[config.mk]
export PLATFORM = sky130hd
export DESIGN_NAME = dsm_top
export DESIGN_NICKNAME = d
export VERILOG_FILES = /design/src/design/dsm_unused_guard.sv /design/src/design/dsm_pkg.sv /design/src/design/dsm_sync_if.sv /design/src/design/dsm_bus_sync.sv /design/src/design/dsm_top.sv
export VERILOG_INCLUDE_DIRS = /design/src /design/src/design
export SDC_FILE = /design/constraint.sdc
export NUM_CORES = 1
export LEC_CHECK = 0
export BUFFER_PORTS_ARGS = -buffer_cell sky130_fd_sc_hd__clkbuf_2
export CORE_AREA = 2 2 115 117
export CTS_BUF_LIST = sky130_fd_sc_hd__clkbuf_16
export DETAILED_ROUTE_END_ITERATION = 7
export DIE_AREA = 0 0 117 119
export PLACE_DENSITY = 0.84
export SYNTH_ARGS = -nofsm -noshare
export SYNTH_HDL_FRONTEND = slang
export SYNTH_SLANG_ARGS = --single-unit
[constraint.sdc]
create_clock -name clock -period 8 [get_ports clock]
set_input_delay 2 -clock clock [delete_from_list [all_inputs] [get_ports clock]]
set_output_delay 2 -clock clock [all_outputs]
set_load 0.01 [all_outputs]
[src/design/dsm_params.svh]
`ifndef DSM_PARAMS_SVH
`define DSM_PARAMS_SVH

// Serial bus address of this device; the value is arbitrary.
`define DSM_I2C_ADDR 7'h55

// Register offsets.
`define DSM_REG_HS_LOW 8'h17
`define DSM_REG_PACKED 8'h18
`define DSM_REG_FB_B0 8'h1a
`define DSM_REG_FB_B1 8'h1b
`define DSM_REG_FB_B2 8'h1c
`define DSM_REG_FB_B3 8'h1d
`define DSM_REG_FB_B4 8'h1e
`define DSM_REG_FB_TOP 8'h1f

// Field widths and positions.
`define DSM_HS_W 11
`define DSM_LS_W 3
`define DSM_FB_INT_W 11
`define DSM_FB_FRAC_W 32
`define DSM_FB_W 43
`define DSM_PK_LS_MSB 6
`define DSM_PK_LS_LSB 4
`define DSM_PK_HS_MSB 2
`define DSM_PK_HS_LSB 0
`define DSM_LS_MAX_EXP 3'h5

// Reset values of the divider settings.
`define DSM_HS_RESET 11'h046
`define DSM_LS_RESET 3'h0
`define DSM_FB_RESET 43'h047e756e62a

// Unmapped registers read as this value.
`define DSM_UNMAPPED_READ 8'h00

`endif

[src/design/dsm_unused_guard.sv]
`timescale 1ns/1ns
`default_nettype none
`default_nettype wire

[src/design/dsm_pkg.sv]
`include "dsm_params.svh"

package dsm_pkg;

  typedef enum logic [3:0] {
    ST_IDLE,
    ST_ADDR,
    ST_ADDR_ACK,
    ST_REG,
    ST_REG_ACK,
    ST_WDATA,
    ST_WDATA_ACK,
    ST_RDATA,
    ST_RDATA_ACK
  } dsm_state_e;

  typedef struct packed {
    logic scl_meta;
    logic scl_sync;
    logic scl_prev;
    logic sda_meta;
    logic sda_sync;
    logic sda_prev;
  } dsm_sync_s;

  typedef struct packed {
    dsm_state_e state;
    logic [7:0] shreg;
    logic [3:0] bitcnt;
    logic [7:0] ptr;
    logic rw;
    logic sda_oe;
    logic [`DSM_HS_W-1:0] hs;
    logic [`DSM_LS_W-1:0] ls;
    logic [`DSM_FB_W-1:0] fb;
    logic [`DSM_HS_W-1:0] hs_out;
    logic [5:0] ls_ratio_out;
    logic [`DSM_FB_INT_W-1:0] fb_int_out;
    logic [`DSM_FB_FRAC_W-1:0] fb_frac_out;
    logic [15:0] total_div_out;
  } dsm_top_s;

endpackage

[src/design/dsm_sync_if.sv]
`timescale 1ns/1ns
`default_nettype none

interface dsm_sync_if;
  logic scl_rise;
  logic scl_fall;
  logic start;
  logic stop;
  logic sda;

  modport src (
    output scl_rise,
    output scl_fall,
    output start,
    output stop,
    output sda
  );

  modport snk (
    input scl_rise,
    input scl_fall,
    input start,
    input stop,
    input sda
  );
endinterface

`default_nettype wire

[src/design/dsm_bus_sync.sv]
`timescale 1ns/1ns
`default_nettype none

module dsm_bus_sync
  import dsm_pkg::*;
(
  input wire logic clock,
  input wire logic rst_n,
  input wire logic scl_in,
  input wire logic sda_in,
  dsm_sync_if.src ev
);

  dsm_sync_s s_reg;
  dsm_sync_s s_next;

  // Idle bus is high, so the chain resets high to avoid a false start.
  always_comb begin
    s_next = s_reg;
    s_next.scl_meta = scl_in;
    s_next.scl_sync = s_reg.scl_meta;
    s_next.scl_prev = s_reg.scl_sync;
    s_next.sda_meta = sda_in;
    s_next.sda_sync = s_reg.sda_meta;
    s_next.sda_prev = s_reg.sda_sync;
  end

  always_ff @(posedge clock or negedge rst_n) begin
    if (!rst_n) begin
      s_reg <= '1;
    end else begin
      s_reg <= s_next;
    end
  end

  assign ev.scl_rise = s_reg.scl_sync & ~s_reg.scl_prev;
  assign ev.scl_fall = ~s_reg.scl_sync & s_reg.scl_prev;
  assign ev.start = s_reg.scl_sync & s_reg.scl_prev & s_reg.sda_prev & ~s_reg.sda_sync;
  assign ev.stop = s_reg.scl_sync & s_reg.scl_prev & ~s_reg.sda_prev & s_reg.sda_sync;
  assign ev.sda = s_reg.sda_sync;

endmodule

`default_nettype wire

[src/design/dsm_top.sv]
// What this block does
// - Feedback divider is unsigned 11.32 fixed point.
// - Packed register: exponent 6:4, high divider 2:0.
// - Packed bits 7 and 3 unused, no effect.
// - High low byte 23; feedback 26-31 little-endian.
// - Low divider is two to the stored exponent.
// - Output equals oscillator over both dividers.
// - Settings work unchanged on faster grades.
// - Exponents six and seven act as five.
`timescale 1ns/1ns
`default_nettype none

module dsm_top
(
  input wire logic clock,
  input wire logic arst_n,
  input wire logic scl_in,
  input wire logic sda_in,
  output logic sda_out,
  output logic sda_oe,
  output logic [10:0] high_speed_divider,
  output logic [5:0] low_speed_divider_ratio,
  output logic [10:0] feedback_integer_part,
  output logic [31:0] feedback_fraction_part,
  output logic [15:0] total_output_divide
);
  import dsm_pkg::*;

  localparam dsm_top_s TOP_RESET = '{
    state: ST_IDLE,
    shreg: 8'h00,
    bitcnt: 4'h0,
    ptr: 8'h00,
    rw: 1'b0,
    sda_oe: 1'b0,
    hs: `DSM_HS_RESET,
    ls: `DSM_LS_RESET,
    fb: `DSM_FB_RESET,
    hs_out: 11'h000,
    ls_ratio_out: 6'h00,
    fb_int_out: 11'h000,
    fb_frac_out: 32'h00000000,
    total_div_out: 16'h0000
  };

  logic rst_meta_reg;
  logic rst_n_reg;
  dsm_top_s t_reg;
  dsm_top_s t_next;

  dsm_sync_if ev ();

  always_ff @(posedge clock or negedge arst_n) begin
    if (!arst_n) begin
      rst_meta_reg <= 1'b0;
      rst_n_reg <= 1'b0;
    end else begin
      rst_meta_reg <= 1'b1;
      rst_n_reg <= rst_meta_reg;
    end
  end

  dsm_bus_sync u_sync (
    .clock(clock),
    .rst_n(rst_n_reg),
    .scl_in(scl_in),
    .sda_in(sda_in),
    .ev(ev.src)
  );

  // Exponents above the largest stage saturate there.
  function automatic logic [2:0] ls_exp(input logic [2:0] e);
    ls_exp = (e > `DSM_LS_MAX_EXP) ? `DSM_LS_MAX_EXP : e;
  endfunction

  // Register read view; unused packed bits read as zero.
  function automatic logic [7:0] read_byte(
    input logic [7:0] a,
    input logic [10:0] hs,
    input logic [2:0] ls,
    input logic [42:0] fb
  );
    unique case (a)
      `DSM_REG_HS_LOW: read_byte = hs[7:0];
      `DSM_REG_PACKED: read_byte = {1'b0, ls, 1'b0, hs[10:8]};
      `DSM_REG_FB_B0: read_byte = fb[7:0];
      `DSM_REG_FB_B1: read_byte = fb[15:8];
      `DSM_REG_FB_B2: read_byte = fb[23:16];
      `DSM_REG_FB_B3: read_byte = fb[31:24];
      `DSM_REG_FB_B4: read_byte = fb[39:32];
      `DSM_REG_FB_TOP: read_byte = {5'h00, fb[42:40]};
      default: read_byte = `DSM_UNMAPPED_READ;
    endcase
  endfunction

  always_comb begin
    logic [7:0] rdata;
    logic [2:0] e;
    rdata = 8'h00;
    e = 3'h0;
    t_next = t_reg;

    if (ev.scl_rise) begin
      unique case (t_reg.state)
        ST_ADDR, ST_REG, ST_WDATA: begin
          t_next.shreg = {t_reg.shreg[6:0], ev.sda};
          t_next.bitcnt = t_reg.bitcnt + 4'h1;
        end
        ST_RDATA: begin
          t_next.bitcnt = t_reg.bitcnt + 4'h1;
        end
        ST_RDATA_ACK: begin
          // A not-acknowledge ends the read burst; wait for stop.
          if (ev.sda) begin
            t_next.state = ST_IDLE;
          end
        end
        default: begin
        end
      endcase
    end

    if (ev.scl_fall) begin
      unique case (t_reg.state)
        ST_ADDR: begin
          if (t_reg.bitcnt == 4'h8) begin
            if (t_reg.shreg[7:1] == `DSM_I2C_ADDR) begin
              t_next.rw = t_reg.shreg[0];
              t_next.sda_oe = 1'b1;
              t_next.state = ST_ADDR_ACK;
            end else begin
              t_next.state = ST_IDLE;
            end
          end
        end
        ST_ADDR_ACK, ST_RDATA_ACK: begin
          if (t_reg.state == ST_RDATA_ACK || t_reg.rw) begin
            rdata = read_byte(t_reg.ptr, t_reg.hs, t_reg.ls, t_reg.fb);
            t_next.shreg = rdata;
            t_next.ptr = t_reg.ptr + 8'h01;
            t_next.sda_oe = ~rdata[7];
            t_next.bitcnt = 4'h0;
            t_next.state = ST_RDATA;
          end else begin
            t_next.sda_oe = 1'b0;
            t_next.bitcnt = 4'h0;
            t_next.state = ST_REG;
          end
        end
        ST_REG: begin
          if (t_reg.bitcnt == 4'h8) begin
            t_next.ptr = t_reg.shreg;
            t_next.sda_oe = 1'b1;
            t_next.state = ST_REG_ACK;
          end
        end
        ST_REG_ACK, ST_WDATA_ACK: begin
          t_next.sda_oe = 1'b0;
          t_next.bitcnt = 4'h0;
          t_next.state = ST_WDATA;
        end
        ST_WDATA: begin
          if (t_reg.bitcnt == 4'h8) begin
            // Each mapped byte lands in its own slice; unmapped bytes and bits 7 and 3 of the packed byte are dropped.
            unique case (t_reg.ptr)
              `DSM_REG_HS_LOW: t_next.hs[7:0] = t_reg.shreg;
              `DSM_REG_PACKED: begin
                t_next.ls = t_reg.shreg[`DSM_PK_LS_MSB:`DSM_PK_LS_LSB];
                t_next.hs[10:8] = t_reg.shreg[`DSM_PK_HS_MSB:`DSM_PK_HS_LSB];
              end
              `DSM_REG_FB_B0: t_next.fb[7:0] = t_reg.shreg;
              `DSM_REG_FB_B1: t_next.fb[15:8] = t_reg.shreg;
              `DSM_REG_FB_B2: t_next.fb[23:16] = t_reg.shreg;
              `DSM_REG_FB_B3: t_next.fb[31:24] = t_reg.shreg;
              `DSM_REG_FB_B4: t_next.fb[39:32] = t_reg.shreg;
              `DSM_REG_FB_TOP: t_next.fb[42:40] = t_reg.shreg[2:0];
              default: begin
              end
            endcase
            t_next.ptr = t_reg.ptr + 8'h01;
            t_next.sda_oe = 1'b1;
            t_next.state = ST_WDATA_ACK;
          end
        end
        ST_RDATA: begin
          if (t_reg.bitcnt == 4'h8) begin
            t_next.sda_oe = 1'b0;
            t_next.state = ST_RDATA_ACK;
          end else begin
            t_next.shreg = {t_reg.shreg[6:0], 1'b0};
            t_next.sda_oe = ~t_reg.shreg[6];
          end
        end
        default: begin
        end
      endcase
    end

    // Start and stop override any bit activity in the same cycle.
    if (ev.start) begin
      t_next.state = ST_ADDR;
      t_next.bitcnt = 4'h0;
      t_next.sda_oe = 1'b0;
    end else if (ev.stop) begin
      t_next.state = ST_IDLE;
      t_next.sda_oe = 1'b0;
    end

    // Decoded settings follow the stored bytes with one cycle of delay.
    // Nothing depends on speed grade, so a setting carries over unchanged.
    e = ls_exp(t_reg.ls);
    t_next.hs_out = t_reg.hs;
    t_next.ls_ratio_out = 6'h01 << e;
    t_next.fb_int_out = t_reg.fb[`DSM_FB_W-1:`DSM_FB_FRAC_W];
    t_next.fb_frac_out = t_reg.fb[`DSM_FB_FRAC_W-1:0];
    t_next.total_div_out = {5'h00, t_reg.hs} << e;
  end

  always_ff @(posedge clock or negedge rst_n_reg) begin
    if (!rst_n_reg) begin
      t_reg <= TOP_RESET;
    end else begin
      t_reg <= t_next;
    end
  end

  assign sda_out = 1'b0;
  assign sda_oe = t_reg.sda_oe;
  assign high_speed_divider = t_reg.hs_out;
  assign low_speed_divider_ratio = t_reg.ls_ratio_out;
  assign feedback_integer_part = t_reg.fb_int_out;
  assign feedback_fraction_part = t_reg.fb_frac_out;
  assign total_output_divide = t_reg.total_div_out;

endmodule

`default_nettype wire

=== Yosys cells after proc, flatten, opt, wreduce, memory -nomap -nowiden ===
Cells that the tools add are included.

* Output and inout bits: 78
* Register bits: 167
* Word-level logic and storage cells: 140
* Input bits: 4

* Reduce and logical (&&, ||, !) cells: 20
* Add/subtract/negate cells: 2
* Shift operators: 2
* Mux-type cells: 49
* Bitwise operators: 13
* Order comparisons: 1
* Equality and inequality tests: 25

{| class="wikitable"
|+ Operators by type and width
! kind !! number
|-
| 8-bit 2-to-1 mux || 15
|-
| 83-bit 2-to-1 mux || 1
|-
| 8-bit by 5-bit == test with 1-bit output (second input constant) || 8
|-
| 8-bit case mux with 8 select lines || 1
|-
| 58-bit 2-to-1 mux || 1
|-
| 57-bit 2-to-1 mux || 1
|-
| 4-bit 2-to-1 mux || 11
|-
| 4-bit AND reduction || 9
|-
| 4-bit case mux with 6 select lines || 1
|-
| 8-bit case mux with 3 select lines || 1
|-
| 4-bit by 3-bit == test with 1-bit output (second input constant) || 4
|-
| 16-bit 2-to-1 mux || 1
|-
| 4-bit inequality test (second input constant) || 4
|-
| 8-bit case mux with 2 select lines || 1
|-
| 11-bit by 3-bit << shifter with 16-bit output || 1
|-
| 3-bit 2-to-1 mux || 5
|-
| 8-bit by 1-bit adder with 8-bit output (second input constant) || 1
|-
| 4-bit by 2-bit == test with 1-bit output (second input constant) || 2
|-
| 4-bit == test (second input constant) || 2
|-
| 8-bit nonzero test || 1
|-
| 4-bit OR reduction || 2
|-
| 1-bit AND || 7
|-
| 7-bit == test (second input constant) || 1
|-
| 1-bit 2-to-1 mux || 6
|-
| 14 further kinds || 25
|}

=== Longest topological paths before layout ===
Gate-level depths: netlist (run 1).

* Word-level depth: 11
* Depth in mapped cells: 9
* Gate-level depth less buffers: 7

=== Hierarchy ===
Synthesis (run 1) repeated with hierarchy kept, for this count alone.

* Cell total of the unflattened synthesis: 656
* Area total of the unflattened synthesis: 7802.5 µm²

{| class="wikitable"
|+ By module, submodules not included
! module !! area an instance (µm²) !! sequential area each (µm²) !! cells each !! times used
|-
| dsm_top || 7612.3 || 4060.1 || 646 || 1
|-
| dsm_bus_sync || 190.2 || 157.7 || 10 || 1
|}

=== Worst setup path before layout (run 1) ===
No wires, ideal clock.

* Path kind: reg-to-output
* Start point: register t_reg, in the netlist feedback_fraction_part[0]
* End point: output port feedback_fraction_part[0]
* Required time: 6000 ps
* Path buffers: 1
* Data arrival time: 467 ps
* Path slack: 5533 ps
* Cell stages (with the launch flop): 2
* Cell sequence: dfrtp_1 > buf_4

{| class="wikitable"
|+ RTL lines
! item !! line !! source
|-
| start: declaration || dsm_top.sv:48 || <nowiki>dsm_top_s t_reg;</nowiki>
|-
| start signal: assignment || dsm_top.sv:223 || <nowiki>t_reg <= t_next;</nowiki>
|-
| end: declaration || dsm_top.sv:24 || <nowiki>output logic [31:0] feedback_fraction_part,</nowiki>
|}

No word-level cell between the ends.

=== Final worst setup path (run 1) ===
* Start point: register t_reg, in the netlist feedback_fraction_part[15]
* End point: output port feedback_fraction_part[15]

No word-level cell between the ends.

==> out/results.ini, run 1 <==
[sta]
relSlewSlack_pct = 28.1
tns_ns = 0
max_freq_mhz = 340
min_period_ns = 2.94
fin_crit_sh_pct = 36.8
hold_viol = 0
tightest_slew_ns = 1.08
slew_viol_final = 0
fin_skew_ns = 0.00685
setup_viol = 0
whs_ns = 0.354
rsz0062_at_grt = no

[global_route]
antenna_found_initial = 0
gr-total-overflow = 0
grt_usage_pct = 24.9
grt_pass1_vias = 5086
grt_pass1_wl_um = 26200
grt_max_degree = 86

[hold_path]
hold_path_depth = 0
hold_path_class = reg -> reg
hold_path_end = rst_n_reg$_DFF_PN0_
hp-start = rst_meta_reg$_DFF_PN0_

[cts]
cts-root-buf = clkbuf_16
clock-sinks = 167
cts_tree = built
hold_buffers = 0
clock_path_buffers = 2
cts_buffers = 17
clock_latency_ns = 0.43
clk_pin_slew_worst_paths_ns = 0.06
h-tree-depth = 4
post-cts-setup-buffers = 0
cts_resized = 0

[place]
gp_congestion = 0.896
dp_hpwl_um = 10500
placedCellCount = 824
place_area_mm2 = 0.00774
numPortBuffers = 80

[synth]
yosysSeqAreaShare_pct = 53.5
synth_top_area_share_pct = 43.2
avgSynthCellArea_um2 = 11.5
synth_edf_count = 0
syn_inst = 688
yosys-top-cells-count = 136 x dfrtp_1, 80 x buf_4, 61 x mux2_2, 53 x nand2_1, 33 x nor2_1
netlist_area_mm2 = 0.00789
ys_seq_elements = 167
synth_cell_types = 73
yosys_warnings = 0
synth_area_leaders = dfrtp_1 43%, dfstp_2 10%, mux2_2 8.7%
synthFlopType = dfrtp_1
post-synth-top-count-cell = dfrtp_1
synth_async_sr_flop_share_pct = 100
yosysTopAreaCell = dfrtp_1
synth_nets = 698

[power]
ir_drop_mv = 0.111
leakage_nw = 3.97
powerDensity_mw_per_mm2 = 206

[cells_and_area]
largest_register_ff_count = 54
seq_area_mm2 = 0.00422
multi_input_area_mm2 = 0.00283
nFillCells = 913
area_delta_synth_final_pct = 5.38
stdcell_area_mm2 = 0.00831
drive_gt1_share_pct = 32.5
fin_cells = 856
num_antenna_cells = 0
num-nets-final = 677

[worst_setup_path]
crit_type = reg -> out
critPathMaxFanout = 1
required_ns = 6.00
worst_path_max_delay_cell = dfrtp_1
crit_buf_inv = 1
critical-path-max-stage-delay_ns = 0.39
cpLargestDelayFamily = flip-flops
ff2ff_path_depth = 6
startpoint_type = flip-flop
crit_chain = clkbuf_2
r2r-start = t_reg[144]$_DFF_PN0_
crit_arrival_ns = 0.94
r2r-end = t_next[43]$_DFFE_PN0P_
rrSetupSlack_ns = 5.40
worstSetupEndpointType = primary output

[run_status]
outcome = completed

[run]
maxCapViolCount = 0

[drt]
ant_nets = 0
drt_iter0_markers = 475
wl_um = 16200
drt-met1-wl_um = 6510
routed-wl-met3_um = 1020
wl_met2_um = 7900
via_per_inst = 6.06
dr.pass1.iters = 6
dr_total_vias = 5191
drc_errors = 0
highest_layer = met4
wl_per_cell_um = 18.9

[die]
ios = 82
initial_core_util_pct = 61.3
fp.coreArea_mm2 = 0.0129
die_w_um = 117
dieArea_mm2 = 0.0139
die_h_um = 119
num_rows = 42

==> cells in the final DEF (no fill, tap or decap), types with 4 or more instances in the layout <==
master     synthesis  final
dfrtp_1          136    135
clkbuf_2           3     80
mux2_2            61     61
nand2_1           53     53
nor2_1            33     33
dfstp_2           31     31
mux2i_1           27     27
a21oi_1           24     24
o21ai_0           24     24
inv_1             15     18
clkbuf_16          0     17
nor3_1            11     11
nand3_1           11     11
a211oi_1           9      9
o22ai_1            8      8
nand2_2            6      6
a222oi_1           6      6
o221ai_1           6      6
clkinv_1           1      6
ha_1               6      6
nand4_1            5      5
o31ai_1            5      5
nor2b_1            4      4
xor2_1             4      4
a22oi_1            4      4
a31oi_1            4      4
nand2b_1           4      4
nand3b_1           4      4
a2bb2oi_1          4      4
==> cell type report <==
| cell class | instances | area share (%) |
|---|---|---|
| clock buffer | 17 | 5.12 |
| sequential | 167 | 50.8 |
| clock inverter | 15 | 1.76 |
| timing repair buffer | 81 | 4.91 |
| inverter | 16 | 0.723 |
| multi-input combinational | 384 | 34.0 |
| tap | 176 | 2.65 |
==> how the worst max path moves through the flow <==
stage / from / endpoint / slack (ns) / cells past startpoint
2_1_floorplan: rst_n_reg$_DFF_PN0_ / feedback_fraction_part[0]$_DFF_PN0_ / 3.06 / 0
3_3_place_gp: feedback_fraction_part[15]$_DFF_PN0_ / feedback_fraction_part[15] / 5.52 / 1
3_5_place_dp: t_reg[143]$_DFF_PN0_ / t_next[43]$_DFFE_PN0P_ / 5.44 / 6
4_1_cts: feedback_fraction_part[15]$_DFF_PN0_ / feedback_fraction_part[15] / 5.04 / 1
5_1_grt: sda_oe$_DFFE_PN0P_ / sda_oe / 5.03 / 1
6_report: feedback_fraction_part[15]$_DFF_PN0_ / feedback_fraction_part[15] / 5.06 / 1
==> kinds of logic (layout without fill, tap and decap cells) <==
kind of cell | Yosys count | count (layout) | share of synthesized area, %
XOR/XNOR | 7 | 7 | 0.777
other | 2 | 2 | 0.0952
adder cells (fa/ha/maj) | 6 | 6 | 0.952
multiplexers | 90 | 90 | 12.6
buffers and inverters | 137 | 129 | 10.6
AND/OR/NAND/NOR | 159 | 159 | 10.8
flip-flops | 167 | 167 | 53.5
AO/OA/AOI/OAI | 120 | 120 | 10.6
==> layer usage <==
layer | track usage (%) | vias to the layer above
li1 | - | 2318
met1 | 32.1 | 2577
met2 | 38.4 | 234
met3 | 4.78 | 62
met4 | 15.6 | 0
met5 | 0 | -
==> through the flow <==
stage | total power [mW] | setup slack (ns) | utilization [%]
5_1_grt | 1.76 | 5.03 | 64.5
2_1_floorplan | 0.913 | 3.06 | -
3_3_place_gp | 0.926 | 5.52 | 60.1
4_1_cts | 1.72 | 5.04 | 64.5
6_report | 1.71 | 5.06 | 64.5
3_5_place_dp | 0.929 | 5.44 | 60.1
==> power by group <==
part	total [mW]	internal [mW]	switching [mW]	leakage, nW
clock	0.794	0.480	0.314	0.288
combinational	0.0316	0.0114	0.0203	1.48
sequential	0.883	0.854	0.0292	2.21
total	1.71	1.35	0.364	3.97
(Power assumes the default switching activity.)
==> run 2, diff against run 1 <==
Settings changed: CORE_AREA 2 2 115 117 to 2 2 125 127, DIE_AREA 0 0 117 119 to 0 0 127 129, PLACE_DENSITY 0.84 to 0.75.
Clock period 8 ns to 2.5 ns, I/O delays scaled along.
==> out/results.ini, run 2 (synthesized netlist as in run 1, its figures left out) <==
[drt]
via_per_inst = 5.79  ; was 6.06
ant_nets = 0  ; unchanged
drc_errors = 0  ; unchanged
wl_um = 16800  ; was 16200 µm
dr.pass1.iters = 5  ; was 6
drt_iter0_markers = 406  ; was 475
dr_total_vias = 5178  ; was 5191
wl_per_cell_um = 18.8  ; was 18.9 µm

[hold_path]
hold_path_class = in -> reg  ; was reg -> reg

[cells_and_area]
num_antenna_cells = 0  ; unchanged
area_delta_synth_final_pct = 8.30  ; was 5.38%
drive_gt1_share_pct = 35.8  ; was 32.5%
final_cell_mix = 135 x dfrtp_1, 80 x clkbuf_2, 61 x mux2_2, 53 x nand2_1, 33 x nor2_1  ; unchanged
fin_cells = 895  ; was 856
num-nets-final = 704  ; was 677
final_common_cell = dfrtp_1  ; unchanged
largest_register_ff_count = 54  ; unchanged
post-route-util_pct = 57.0  ; was 64.5%
stdcell_area_mm2 = 0.00854  ; was 0.00831 mm²

[worst_setup_path]
critPathMaxFanout = 9  ; was 1
startpoint = t_reg[135]$_DFFE_PN0P_  ; was feedback_fraction_part[15]$_DFF_PN0_
crit_arrival_ns = 2.58  ; was 0.94 ns
ff2ff_path_depth = 7  ; was 6
endpoint = sda_oe$_DFFE_PN0P_  ; was feedback_fraction_part[15]
r2r-end = sda_oe$_DFFE_PN0P_  ; was t_next[43]$_DFFE_PN0P_
crit_type = reg -> reg  ; was reg -> out
startpoint_type = flip-flop  ; unchanged
worstSetupEndpointType = flip-flop  ; was primary output
r2r-start = t_reg[135]$_DFFE_PN0P_  ; was t_reg[144]$_DFF_PN0_
rrSetupSlack_ns = 0.22  ; was 5.40 ns
required_ns = 2.80  ; was 6.00 ns

[sta]
tightest_slew_ns = 0.663  ; was 1.08 ns
fin_skew_ns = 0.0145  ; was 0.00685 ns
relSlewSlack_pct = 55.8  ; was 28.1%
slew_viol_final = 0  ; unchanged
tns_ns = 0  ; unchanged
max_freq_mhz = 438
min_period_ns = 2.28
hold_viol = 0  ; unchanged
rsz0062_at_grt = no  ; unchanged
fin_crit_sh_pct = 91.2
setup_viol = 0  ; unchanged

[global_route]
grt_pass1_wl_um = 27000  ; was 26200 µm
grt_pass1_vias = 5059  ; was 5086
grt_usage_pct = 21.2  ; was 24.9%
gr-total-overflow = 0  ; unchanged
grt_max_degree = 64  ; was 86
antenna_found_initial = 0  ; unchanged

[cts]
clock-sinks = 167  ; unchanged
cts-root-buf = clkbuf_16  ; unchanged
cts_buffers = 17  ; unchanged
h-tree-depth = 4  ; unchanged
cts_tree = built  ; unchanged
clk_pin_slew_worst_paths_ns = 0.07  ; was 0.06 ns
clock_latency_ns = 0.43  ; about the same
clock_path_buffers = 2  ; unchanged

[run]
maxCapViolCount = 0  ; unchanged

[die]
die_w_um = 127  ; was 117 µm
fp.coreArea_mm2 = 0.0150  ; was 0.0129 mm²
initial_core_util_pct = 52.7  ; was 61.3%
dieArea_mm2 = 0.0164  ; was 0.0139 mm²
num_rows = 45  ; was 42
ios = 82  ; unchanged
die_h_um = 129  ; was 119 µm

[power]
leakage_nw = 4.10  ; was 3.97 nW
p_int_mw = 4.16  ; was 1.35 mW
p_total_mw = 5.40  ; was 1.71 mW
power_frac_comb_pct = 2.9  ; was 1.9%
seqPwrFrac_pct = 51.6  ; was 51.7%
powerDensity_mw_per_mm2 = 632  ; was 206 mW/mm²
ir_drop_mv = 0.432  ; was 0.111 mV
switching_share_pct = 23.0  ; was 21.3%
p_clk_share_pct = 45.5  ; was 46.5%
p_switching_mw = 1.24  ; was 364 µW

[place]
gp_congestion = 0.891  ; was 0.896
dp_hpwl_um = 11500  ; was 10500 µm
place_area_mm2 = 0.00797  ; was 0.00774 mm²
placedCellCount = 862  ; was 824
numPortBuffers = 80  ; unchanged

[run_status]
outcome = completed  ; unchanged

run 2: timing repair:
| action | CTS | global route |
|---|---|---|
| hold endpoints to repair | 2 | 0 |
| setup endpoints to repair | 0 | 14 |
| hold buffers | 1 | 0 |
| gates resized for setup | 0 | 1 |
| setup buffers | 0 | 0 |
run 2: worst min path at each step:
stage / start / to / slack (ns) / depth (start not counted)
after global routing: scl_in / u_sync.s_next[4]$_DFF_PN1_ / 0.26 / 1
after CTS: scl_in / u_sync.s_next[4]$_DFF_PN1_ / 0.26 / 1
final: scl_in / u_sync.s_next[4]$_DFF_PN1_ / 0.28 / 1
after floorplan: arst_n / rst_meta_reg$_DFF_PN0_ / 0.33 / 0
after global placement: rst_meta_reg$_DFF_PN0_ / rst_n_reg$_DFF_PN0_ / 0.34 / 0
after detailed placement: rst_meta_reg$_DFF_PN0_ / rst_n_reg$_DFF_PN0_ / 0.34 / 0
run 2: critical path, stage by stage, from the launching register on:
cell	delay [ns]
dfrtp_1	0.44
inv_1	0.13
ha_1	0.40
a22oi_1	0.16
a211oi_1	0.31
o21ai_0	0.24
a211oi_1	0.35
mux2i_1	0.11
run 2: cell type report:
class	count	area [µm²]
fill	1246	6440
sequential	167	4220
multi-input combinational	384	2830
timing repair buffer	108	638
clock buffer	17	425
tap	188	235
clock inverter	15	130
inverter	16	60.1
run 2: power by group through the flow:
stage                     Combinational (mW)  Clock, mW  Sequential (mW)
after floorplan                       0.0847          0             2.84
after global placement                 0.150          0             2.83
after detailed placement               0.156          0             2.84
after CTS                              0.159       2.50             2.79
after global routing                   0.178       2.62             2.79
final                                  0.157       2.46             2.79
run 2: metal layers:
layer / vias up / wire, µm / GRT usage, %
li1: 2365 / - / -
met1: 2622 / 7040 / 26.9
met2: 163 / 8670 / 36.4
met3: 28 / 784 / 4.78
met4: 0 / 323 / 7.11
met5: - / 0 / 0
run 2: metrics by stage:
step                setup slack (ns)  hold WS [ns]
finish                         0.219         0.279
CTS                            0.147         0.263
detailed placement             0.167         0.344
global placement               0.223         0.338
floorplan                      0.659         0.329
global route                  0.0973         0.260
